`src/shared/ccr_pkg.sv`:
```
// Package of the core control registers: offsets, field layouts, reset values, carriers
package ccr_pkg;

  // ==========================================================================
  // Register offsets
  localparam logic [7:0] CCR_ADDR_TIMER = 8'h01;
  localparam logic [7:0] CCR_ADDR_PCL = 8'h02;
  localparam logic [7:0] CCR_ADDR_LATCH = 8'h0a;
  localparam logic [7:0] CCR_ADDR_LATCH_B1 = 8'h8a;
  localparam logic [7:0] CCR_ADDR_INTCTL = 8'h0b;
  localparam logic [7:0] CCR_ADDR_INTCTL_B1 = 8'h8b;
  localparam logic [7:0] CCR_ADDR_PFLAGS = 8'h0c;
  localparam logic [7:0] CCR_ADDR_PENABLE = 8'h8c;
  localparam logic [7:0] CCR_ADDR_OPTION = 8'h81;
  localparam logic [7:0] CCR_ADDR_RSTCAUSE = 8'h8e;
  localparam logic [7:0] CCR_ADDR_OSCTRIM = 8'h8f;

  // ==========================================================================
  // Reset values and the trim write mask
  localparam logic [7:0] CCR_OPTION_RST = 8'hff;
  localparam logic [7:0] CCR_INTCTL_RST = 8'h00;
  localparam logic [7:0] CCR_OSCTRIM_RST = 8'h70;
  localparam logic [7:0] CCR_OSCTRIM_MASK = 8'hfc;
  localparam logic [12:0] CCR_PC_RST = 13'h0000;

  // ==========================================================================
  // Field positions and widths
  localparam int CCR_RC_POR_BIT = 1;
  localparam int CCR_RC_WDT_BIT = 0;
  localparam int CCR_LATCH_W = 5;
  localparam int CCR_PC_W = 13;
  localparam int CCR_TARGET_W = 11;

  // ==========================================================================
  // Types
  typedef enum logic [1:0] {
    CCR_RST_POR = 2'h0,
    CCR_RST_MASTER_CLEAR = 2'h1,
    CCR_RST_WDT = 2'h3
  } ccr_rst_kind_t;

  typedef struct packed {
    logic pullup_disable;
    logic ext_irq_edge_select;
    logic timer_clock_source_select;
    logic timer_source_edge_select;
    logic prescaler_assign;
    logic [2:0] prescaler_rate;
  } ccr_option_t;

  typedef struct packed {
    logic global_irq_enable;
    logic peripheral_irq_enable;
    logic timer_overflow_enable;
    logic ext_irq_enable;
    logic port_change_enable;
    logic timer_overflow_flag;
    logic ext_irq_flag;
    logic port_change_flag;
  } ccr_intctl_t;

  typedef struct packed {
    logic [7:0] addr;
    logic [7:0] wdata;
    logic wr;
    logic rd;
  } ccr_bus_req_t;

  typedef struct packed {
    logic inc;
    logic branch;
    logic [10:0] target;
  } ccr_core_req_t;

endpackage : ccr_pkg

```
`src/hw/ccr_core_control.sv`:
```
// Core control registers: timer/prescaler options, interrupt control, reset cause, trim, program counter
//
// Contract
// - Ext interrupt edge select 1 means rising pin edge, 0 means falling.
// - Timer source select 1 counts pin transitions, 0 counts instruction cycles.
// - Timer source edge 1 counts high-to-low, 0 counts low-to-high pin transitions.
// - Prescaler assign set gives prescaler to watchdog; timer then runs 1:1.
// - Rate field 000 divides timer by 2, doubling per code up to 256.
// - Flags set on their condition regardless of own or global enable.
// - Global enable passes unmasked interrupts; cleared blocks all interrupts.
// - Peripheral interrupts need the peripheral enable bit, bit 6.
// - Timer overflow sets sticky flag until software clears; enable gates it.
// - Selected ext pin edge sets sticky flag until cleared; enable gates it.
// - Any of three watched pins changing sets sticky flag; enable gates it.
// - Interrupt control register appears at both bank addresses.
// - Reset cause register tells power-on from master-clear and watchdog resets.
// - Trim register holds four fine bits plus raise and lower bits.
// - Program counter is 13 bits; only low byte is software visible.
// - Any reset clears the whole program counter.
// - Writing low byte loads upper bits from latch bits 4 to 0.
// - Call or jump takes top two bits from latch bits 4 and 3.
//
// The address-and-strobe port is this design's own decision.
`timescale 1ns/1ps

module ccr_core_control
  import ccr_pkg::*;
#(
  parameter int NUM_CHG = 3,
  parameter int NUM_PERIPH = 8
) (
  // Clock and reset
  input wire logic clk,
  input wire logic sys_rst,
  input wire ccr_rst_kind_t rst_kind,
  // Register port
  input wire ccr_bus_req_t bus_req,
  output logic [7:0] reg_rdata,
  // Pins
  input wire logic shared_timer_irq_pin,
  input wire logic [NUM_CHG-1:0] change_pins,
  // Peripheral events and watchdog tick
  input wire logic [NUM_PERIPH-1:0] periph_events,
  input wire logic watchdog_tick,
  // Core side
  input wire ccr_core_req_t core_req,
  output logic [CCR_PC_W-1:0] pc,
  output logic irq_to_core,
  output logic watchdog_expire,
  output logic [5:0] osc_trim,
  output logic pullup_disable
);

  // ==========================================================================
  // Pin synchronisers and edge detection
  logic pin_s1_r, pin_s2_r, pin_d_r;
  logic [NUM_CHG-1:0] chg_s1_r, chg_s2_r, chg_d_r;

  always_ff @(posedge clk) begin
    if (sys_rst) begin
      pin_s1_r <= 1'b0;
      pin_s2_r <= 1'b0;
      pin_d_r <= 1'b0;
      chg_s1_r <= '0;
      chg_s2_r <= '0;
      chg_d_r <= '0;
    end else begin
      pin_s1_r <= shared_timer_irq_pin;
      pin_s2_r <= pin_s1_r;
      pin_d_r <= pin_s2_r;
      chg_s1_r <= change_pins;
      chg_s2_r <= chg_s1_r;
      chg_d_r <= chg_s2_r;
    end
  end

  logic pin_rise, pin_fall, chg_any;
  assign pin_rise = pin_s2_r & ~pin_d_r;
  assign pin_fall = ~pin_s2_r & pin_d_r;
  assign chg_any = |(chg_s2_r ^ chg_d_r);

  // ==========================================================================
  // Register state
  ccr_option_t option_r;
  ccr_intctl_t intctl_r;
  logic [7:0] timer_r;
  logic [7:0] pre_r;
  logic [CCR_LATCH_W-1:0] latch_r;
  logic [NUM_PERIPH-1:0] pflags_r, penable_r;
  logic [1:0] rstcause_r;
  logic [7:0] osctrim_r;
  logic [CCR_PC_W-1:0] pc_r;

  logic wr_timer, wr_pcl, wr_latch, wr_intctl, wr_pflags, wr_penable, wr_option, wr_rst, wr_osc;
  assign wr_timer = bus_req.wr && bus_req.addr == CCR_ADDR_TIMER;
  assign wr_pcl = bus_req.wr && bus_req.addr == CCR_ADDR_PCL;
  assign wr_latch = bus_req.wr && (bus_req.addr == CCR_ADDR_LATCH || bus_req.addr == CCR_ADDR_LATCH_B1);
  assign wr_intctl = bus_req.wr && (bus_req.addr == CCR_ADDR_INTCTL || bus_req.addr == CCR_ADDR_INTCTL_B1);
  assign wr_pflags = bus_req.wr && bus_req.addr == CCR_ADDR_PFLAGS;
  assign wr_penable = bus_req.wr && bus_req.addr == CCR_ADDR_PENABLE;
  assign wr_option = bus_req.wr && bus_req.addr == CCR_ADDR_OPTION;
  assign wr_rst = bus_req.wr && bus_req.addr == CCR_ADDR_RSTCAUSE;
  assign wr_osc = bus_req.wr && bus_req.addr == CCR_ADDR_OSCTRIM;

  // ==========================================================================
  // Timer source, prescaler and watchdog share
  logic ext_edge, src_edge, tmr_evt, pre_evt, div_tick, tmr_tick, tmr_ovf;
  logic [3:0] pre_shift;
  logic [8:0] pre_mask9;
  logic [7:0] pre_nxt;

  assign ext_edge = option_r.ext_irq_edge_select ? pin_rise : pin_fall;
  assign src_edge = option_r.timer_source_edge_select ? pin_fall : pin_rise;
  assign tmr_evt = option_r.timer_clock_source_select ? src_edge : 1'b1;
  assign pre_evt = option_r.prescaler_assign ? watchdog_tick : tmr_evt;
  assign pre_shift = option_r.prescaler_assign ? {1'b0, option_r.prescaler_rate}
                                               : {1'b0, option_r.prescaler_rate} + 4'h1;
  assign pre_mask9 = (9'h001 << pre_shift) - 9'h001;
  assign pre_nxt = pre_r + 8'h01;
  assign div_tick = pre_evt && ((pre_nxt & pre_mask9[7:0]) == 8'h00);
  assign tmr_tick = option_r.prescaler_assign ? tmr_evt : div_tick;
  assign tmr_ovf = tmr_tick && !wr_timer && timer_r == 8'hff;

  always_ff @(posedge clk) begin
    if (sys_rst || wr_timer) begin
      pre_r <= 8'h00;
    end else if (pre_evt) begin
      pre_r <= pre_nxt;
    end
  end

  always_ff @(posedge clk) begin
    if (sys_rst) begin
      timer_r <= 8'h00;
    end else if (wr_timer) begin
      timer_r <= bus_req.wdata;
    end else if (tmr_tick) begin
      timer_r <= timer_r + 8'h01;
    end
  end

  always_ff @(posedge clk) begin
    if (sys_rst) begin
      watchdog_expire <= 1'b0;
    end else begin
      watchdog_expire <= option_r.prescaler_assign ? div_tick : watchdog_tick;
    end
  end

  // ==========================================================================
  // Option register
  always_ff @(posedge clk) begin
    if (sys_rst) begin
      option_r <= CCR_OPTION_RST;
    end else if (wr_option) begin
      option_r <= bus_req.wdata;
    end
  end

  assign pullup_disable = option_r.pullup_disable;

  // ==========================================================================
  // Interrupt control: sticky flags, set wins over a clearing write
  logic [7:0] iw;
  assign iw = bus_req.wdata;

  always_ff @(posedge clk) begin
    if (sys_rst) begin
      intctl_r <= CCR_INTCTL_RST;
    end else if (wr_intctl) begin
      intctl_r <= {iw[7:3], iw[2] | tmr_ovf, iw[1] | ext_edge, iw[0] | chg_any};
    end else begin
      intctl_r.timer_overflow_flag <= intctl_r.timer_overflow_flag | tmr_ovf;
      intctl_r.ext_irq_flag <= intctl_r.ext_irq_flag | ext_edge;
      intctl_r.port_change_flag <= intctl_r.port_change_flag | chg_any;
    end
  end

  always_ff @(posedge clk) begin
    if (sys_rst) begin
      pflags_r <= '0;
    end else if (wr_pflags) begin
      pflags_r <= bus_req.wdata[NUM_PERIPH-1:0] | periph_events;
    end else begin
      pflags_r <= pflags_r | periph_events;
    end
  end

  always_ff @(posedge clk) begin
    if (sys_rst) begin
      penable_r <= '0;
    end else if (wr_penable) begin
      penable_r <= bus_req.wdata[NUM_PERIPH-1:0];
    end
  end

  logic core_pend, periph_pend;
  assign core_pend = (intctl_r.timer_overflow_enable && intctl_r.timer_overflow_flag)
                  || (intctl_r.ext_irq_enable && intctl_r.ext_irq_flag)
                  || (intctl_r.port_change_enable && intctl_r.port_change_flag);
  assign periph_pend = intctl_r.peripheral_irq_enable && |(pflags_r & penable_r);

  always_ff @(posedge clk) begin
    if (sys_rst) begin
      irq_to_core <= 1'b0;
    end else begin
      irq_to_core <= intctl_r.global_irq_enable && (core_pend || periph_pend);
    end
  end

  // ==========================================================================
  // Reset cause and oscillator trim
  always_ff @(posedge clk) begin
    if (sys_rst) begin
      unique case (rst_kind)
        CCR_RST_POR: rstcause_r <= 2'h1;
        CCR_RST_WDT: rstcause_r <= {rstcause_r[CCR_RC_POR_BIT], 1'b0};
        default: rstcause_r <= rstcause_r;
      endcase
    end else if (wr_rst) begin
      rstcause_r <= bus_req.wdata[1:0];
    end
  end

  always_ff @(posedge clk) begin
    if (sys_rst) begin
      osctrim_r <= CCR_OSCTRIM_RST;
    end else if (wr_osc) begin
      osctrim_r <= bus_req.wdata & CCR_OSCTRIM_MASK;
    end
  end

  assign osc_trim = osctrim_r[7:2];

  // ==========================================================================
  // Program counter and high latch
  always_ff @(posedge clk) begin
    if (sys_rst) begin
      latch_r <= '0;
    end else if (wr_latch) begin
      latch_r <= bus_req.wdata[CCR_LATCH_W-1:0];
    end
  end

  always_ff @(posedge clk) begin
    if (sys_rst) begin
      pc_r <= CCR_PC_RST;
    end else if (wr_pcl) begin
      pc_r <= {latch_r, bus_req.wdata};
    end else if (core_req.branch) begin
      pc_r <= {latch_r[4:3], core_req.target};
    end else if (core_req.inc) begin
      pc_r <= pc_r + 13'h0001;
    end
  end

  assign pc = pc_r;

  // ==========================================================================
  // Read port
  always_ff @(posedge clk) begin
    if (sys_rst || !bus_req.rd) begin
      reg_rdata <= 8'h00;
    end else begin
      unique case (bus_req.addr)
        CCR_ADDR_TIMER: reg_rdata <= timer_r;
        CCR_ADDR_PCL: reg_rdata <= pc_r[7:0];
        CCR_ADDR_LATCH, CCR_ADDR_LATCH_B1: reg_rdata <= {3'h0, latch_r};
        CCR_ADDR_INTCTL, CCR_ADDR_INTCTL_B1: reg_rdata <= intctl_r;
        CCR_ADDR_PFLAGS: reg_rdata <= 8'(pflags_r);
        CCR_ADDR_PENABLE: reg_rdata <= 8'(penable_r);
        CCR_ADDR_OPTION: reg_rdata <= option_r;
        CCR_ADDR_RSTCAUSE: reg_rdata <= {6'h00, rstcause_r};
        CCR_ADDR_OSCTRIM: reg_rdata <= osctrim_r;
        default: reg_rdata <= 8'h00;
      endcase
    end
  end
endmodule : ccr_core_control

```
`config.mk`:
```
export PLATFORM = sky130hd
export DESIGN_NAME = ccr_core_control
export DESIGN_NICKNAME = d
export VERILOG_FILES = /design/src/shared/ccr_pkg.sv /design/src/hw/ccr_core_control.sv
export SDC_FILE = /design/constraint.sdc
export NUM_CORES = 1
export LEC_CHECK = 0
export ABC_AREA = 1
export BUFFER_PORTS_ARGS = -buffer_cell sky130_fd_sc_hd__buf_2
export CAP_MARGIN = 20
export CORE_ASPECT_RATIO = 0.5
export CORE_MARGIN = 2
export CORE_UTILIZATION = 61
export DETAILED_ROUTE_END_ITERATION = 6
export PLACE_DENSITY_LB_ADDON = 0.3
export SYNTH_ARGS = -nofsm -noshare
export SYNTH_HDL_FRONTEND = slang
export SYNTH_SLANG_ARGS = --single-unit
```
`constraint.sdc`:
```
create_clock -name clk -period 4.4 [get_ports clk]
set_input_delay 0.88 -clock clk [delete_from_list [all_inputs] [get_ports clk]]
set_output_delay 0.88 -clock clk [all_outputs]
set_load 0.005 [all_outputs]
```
==> results.toml <==
[outcome]
status = "complete, no violations"

[clock_tree]
cts.sinks = 96
clk_pin_slew_ns = 0.07
h-tree-depth = 3
ctsHoldBuffers = 0
clkLatencyLatePin_ns = 0.35
cts_setup_buffers = 0
cts_tree = "yes"
cts-root-buf = "clkbuf_16"
clockBufferDepth = 2
tritoncts.num_buffers = 9
cts_resized = 0

[synth]
ys_types = 42
yosysSeqAreaShare_pct = 38.61
syn_nets = 764
syn_inst = 711
synth_warnings = 0
syn_area_mm2 = 0.005030
avgSynthCellArea_um2 = 7.074
synth.top_cell.area_share_pct = 37.41
synthFlopType = "dfxtp_1"
synth_edf_count = 2
synthArstFlopShare_pct = 0
synthTopCellsByArea = "dfxtp_1 (37%), nand2_1 (8.2%), inv_1 (7.9%)"
ys_seq_elements = 96
synth_top_area_cell = "dfxtp_1"

[floorplanning]
die_area_mm2 = 0.009032
dieWidth_um = 132.4
die_h_um = 68.21
coreArea_mm2 = 0.008000
rows = 23
start_util_pct = 62.87
ioPinCount = 78

[timing]
period_minus_slack_ns = 2.681
tns_ns = 0
max_slew_margin_pct = 49.78
rsz0062_at_grt = "no"
maxSlewViolCount = 0
setup_ws_ns = 1.719
setup_viol = 0
fin_crit_sh_pct = 60.92
worstMarginPinSlew_ns = 0.7525
skew_ns = 0.009302
max_freq_ghz = 0.3731
hold_viol = 0

[detailed_routing]
vias = 5185
drcViolationCount = 0
routed_wl_um = 14690
initialDrtViolationCount = 445
avgRoutedWirePerCell_um = 16.34
ant_nets = 0
vias_per_cell = 5.768
firstDrtPassIters = 5

[place]
place_ws_ns = 1.442
gp_congestion = 1.007
port-buffer-count = 77
hpwl_um = 10990
dp.cells = 883
postPlaceCellArea_mm2 = 0.005488

[grt]
grt_max_degree = 35
overflow = 0
use_met1_pct = 45.14
groute.usage.overall_pct = 33.18
gr-max-usage-layer = "met2"
gr-usage-met2_pct = 53.17
use_met3_pct = 7.926
grt_pass1_vias = 4538
antenna_found_initial = 0
grt_first_pass_wirelength_um = 22890

[flow_run]
max_cap_viol_count = 0

[setup_path]
critical_path_class = "in -> reg"
arrival_ns = 2.90
ff2ff_path_depth = 16
r2r_slack_ns = 1.81
crit_path_end_kind = "register"
start_kind = "input pin"
r2r_end = "timer_r[4]"
required_ns = 4.62
timing.rr.start = "option_r[0]"
startpoint = "bus_req[15]"
cp_max_fo = 13

[min_path]
min_to = "chg_s2_r[0]"
holdPathStages = 2
hold_path_class = "reg -> reg"
hold_start = "chg_s1_r[0]"

[cells_and_area]
layout.nets = 835
layout-drive-gt1-share_pct = 16.77
final_util_pct = 72.18
mostFrequentLayoutCells = "nand2_1 (110), inv_1 (106), dfxtp_1 (94)"
layout.cells.non_filler = 899
stdcell_area_mm2 = 0.005774
final_common_cell = "nand2_1"
diodes = 0
areaGrowthSynthToFinish_pct = 14.80

[pwr]
power_frac_seq_pct = 49.7
power_density_mw_per_mm2 = 324.7
intPower_mw = 1.364
p_leak_nw = 2.564
ir_worst_vdd_mv = 0.2158
power_frac_clock_pct = 40.7
switching_share_pct = 27.27
p_switching_mw = 0.5113
p_comb_share_pct = 9.6
==> flip-flops by register name, indices dropped and copies added (netlist names), 5 cells and up <==
signal     cells
option_r       7
reg_rdata      8
timer_r        8
penable_r      8
latch_r        5
intctl_r       8
osctrim_r      6
pflags_r       8
pc            13
pre_r          8
==> cell families after synthesis <==
group / synth area share [%]
and+or+nand+nor: 22.36
AOI/OAI and AO/OA: 23.36
buffers and inverters: 10.60
DFF: 38.61
xor gates and xnor gates: 3.831
adders and majority gates: 1.244
==> metal layers <==
| layer | vias to the layer above | routed length (µm) |
|---|---|---|
| met2 | 238 | 6316 |
| li1 | 2513 | - |
| met4 | 2 | 291 |
| met5 | - | 37 |
| met1 | 2402 | 6508 |
| met3 | 30 | 1536 |
==> synth_stat cells (6+ instances only) <==
master,count
a21oi_1,77
a221oi_1,11
buf_2,6
clkbuf_1,13
dfxtp_1,94
inv_1,106
inv_2,8
nand2_1,110
nand2_2,7
nand3_1,28
nand4_1,9
nor2_1,67
nor2_2,6
o211ai_1,7
o21ai_0,68
o21ai_1,6
o22ai_1,16
o31ai_1,8
xnor2_1,10
xor2_1,12
==> critical path, cell delays in order <==
cell,delay [ns]
buf_2,0.11
nor3_4,0.25
nand2_1,0.12
nor2_1,0.37
inv_1,0.17
nor2_1,0.59
inv_1,0.21
nand2_1,0.11
o211ai_1,0.09
==> area by class of cell <==
class,instances,area [µm²]
Fill cell,698,2226
Clock inverter,7,61.31
Inverter,116,442.9
Multi-Input combinational cell,479,2555
Clock buffer,9,225.2
Sequential cell,96,1942
Tap cell,112,140.1
Timing Repair Buffer,80,407.9
==> how the worst max path moves through the flow <==
stage / end / cells after the start
after floorplan: timer_r[4] / 16
after global placement: pullup_disable / 9
after detailed placement: pullup_disable / 9
after CTS: option_r[5] / 9
after global routing: option_r[5] / 9
final: option_r[5] / 9
==> power groups by stage <==
| stage | clock, mW | combinational (mW) | sequential, mW |
|---|---|---|---|
| 2_1_floorplan | 0 | 0.107 | 0.942 |
| 3_3_place_gp | 0 | 0.171 | 0.949 |
| 3_5_place_dp | 0 | 0.175 | 0.950 |
| 4_1_cts | 0.767 | 0.177 | 0.930 |
| 5_1_grt | 0.797 | 0.200 | 0.934 |
| 6_report | 0.763 | 0.180 | 0.932 |
==> per-stage QoR <==
stage / hold slack (ns) / power [mW]
2_1_floorplan: 0.3883 / 1.048
3_3_place_gp: 0.3890 / 1.120
3_5_place_dp: 0.3955 / 1.124
4_1_cts: 0.4054 / 1.874
5_1_grt: 0.4130 / 1.931
6_report: 0.4023 / 1.875
No activity file was read; power rests on OpenSTA's default activity.
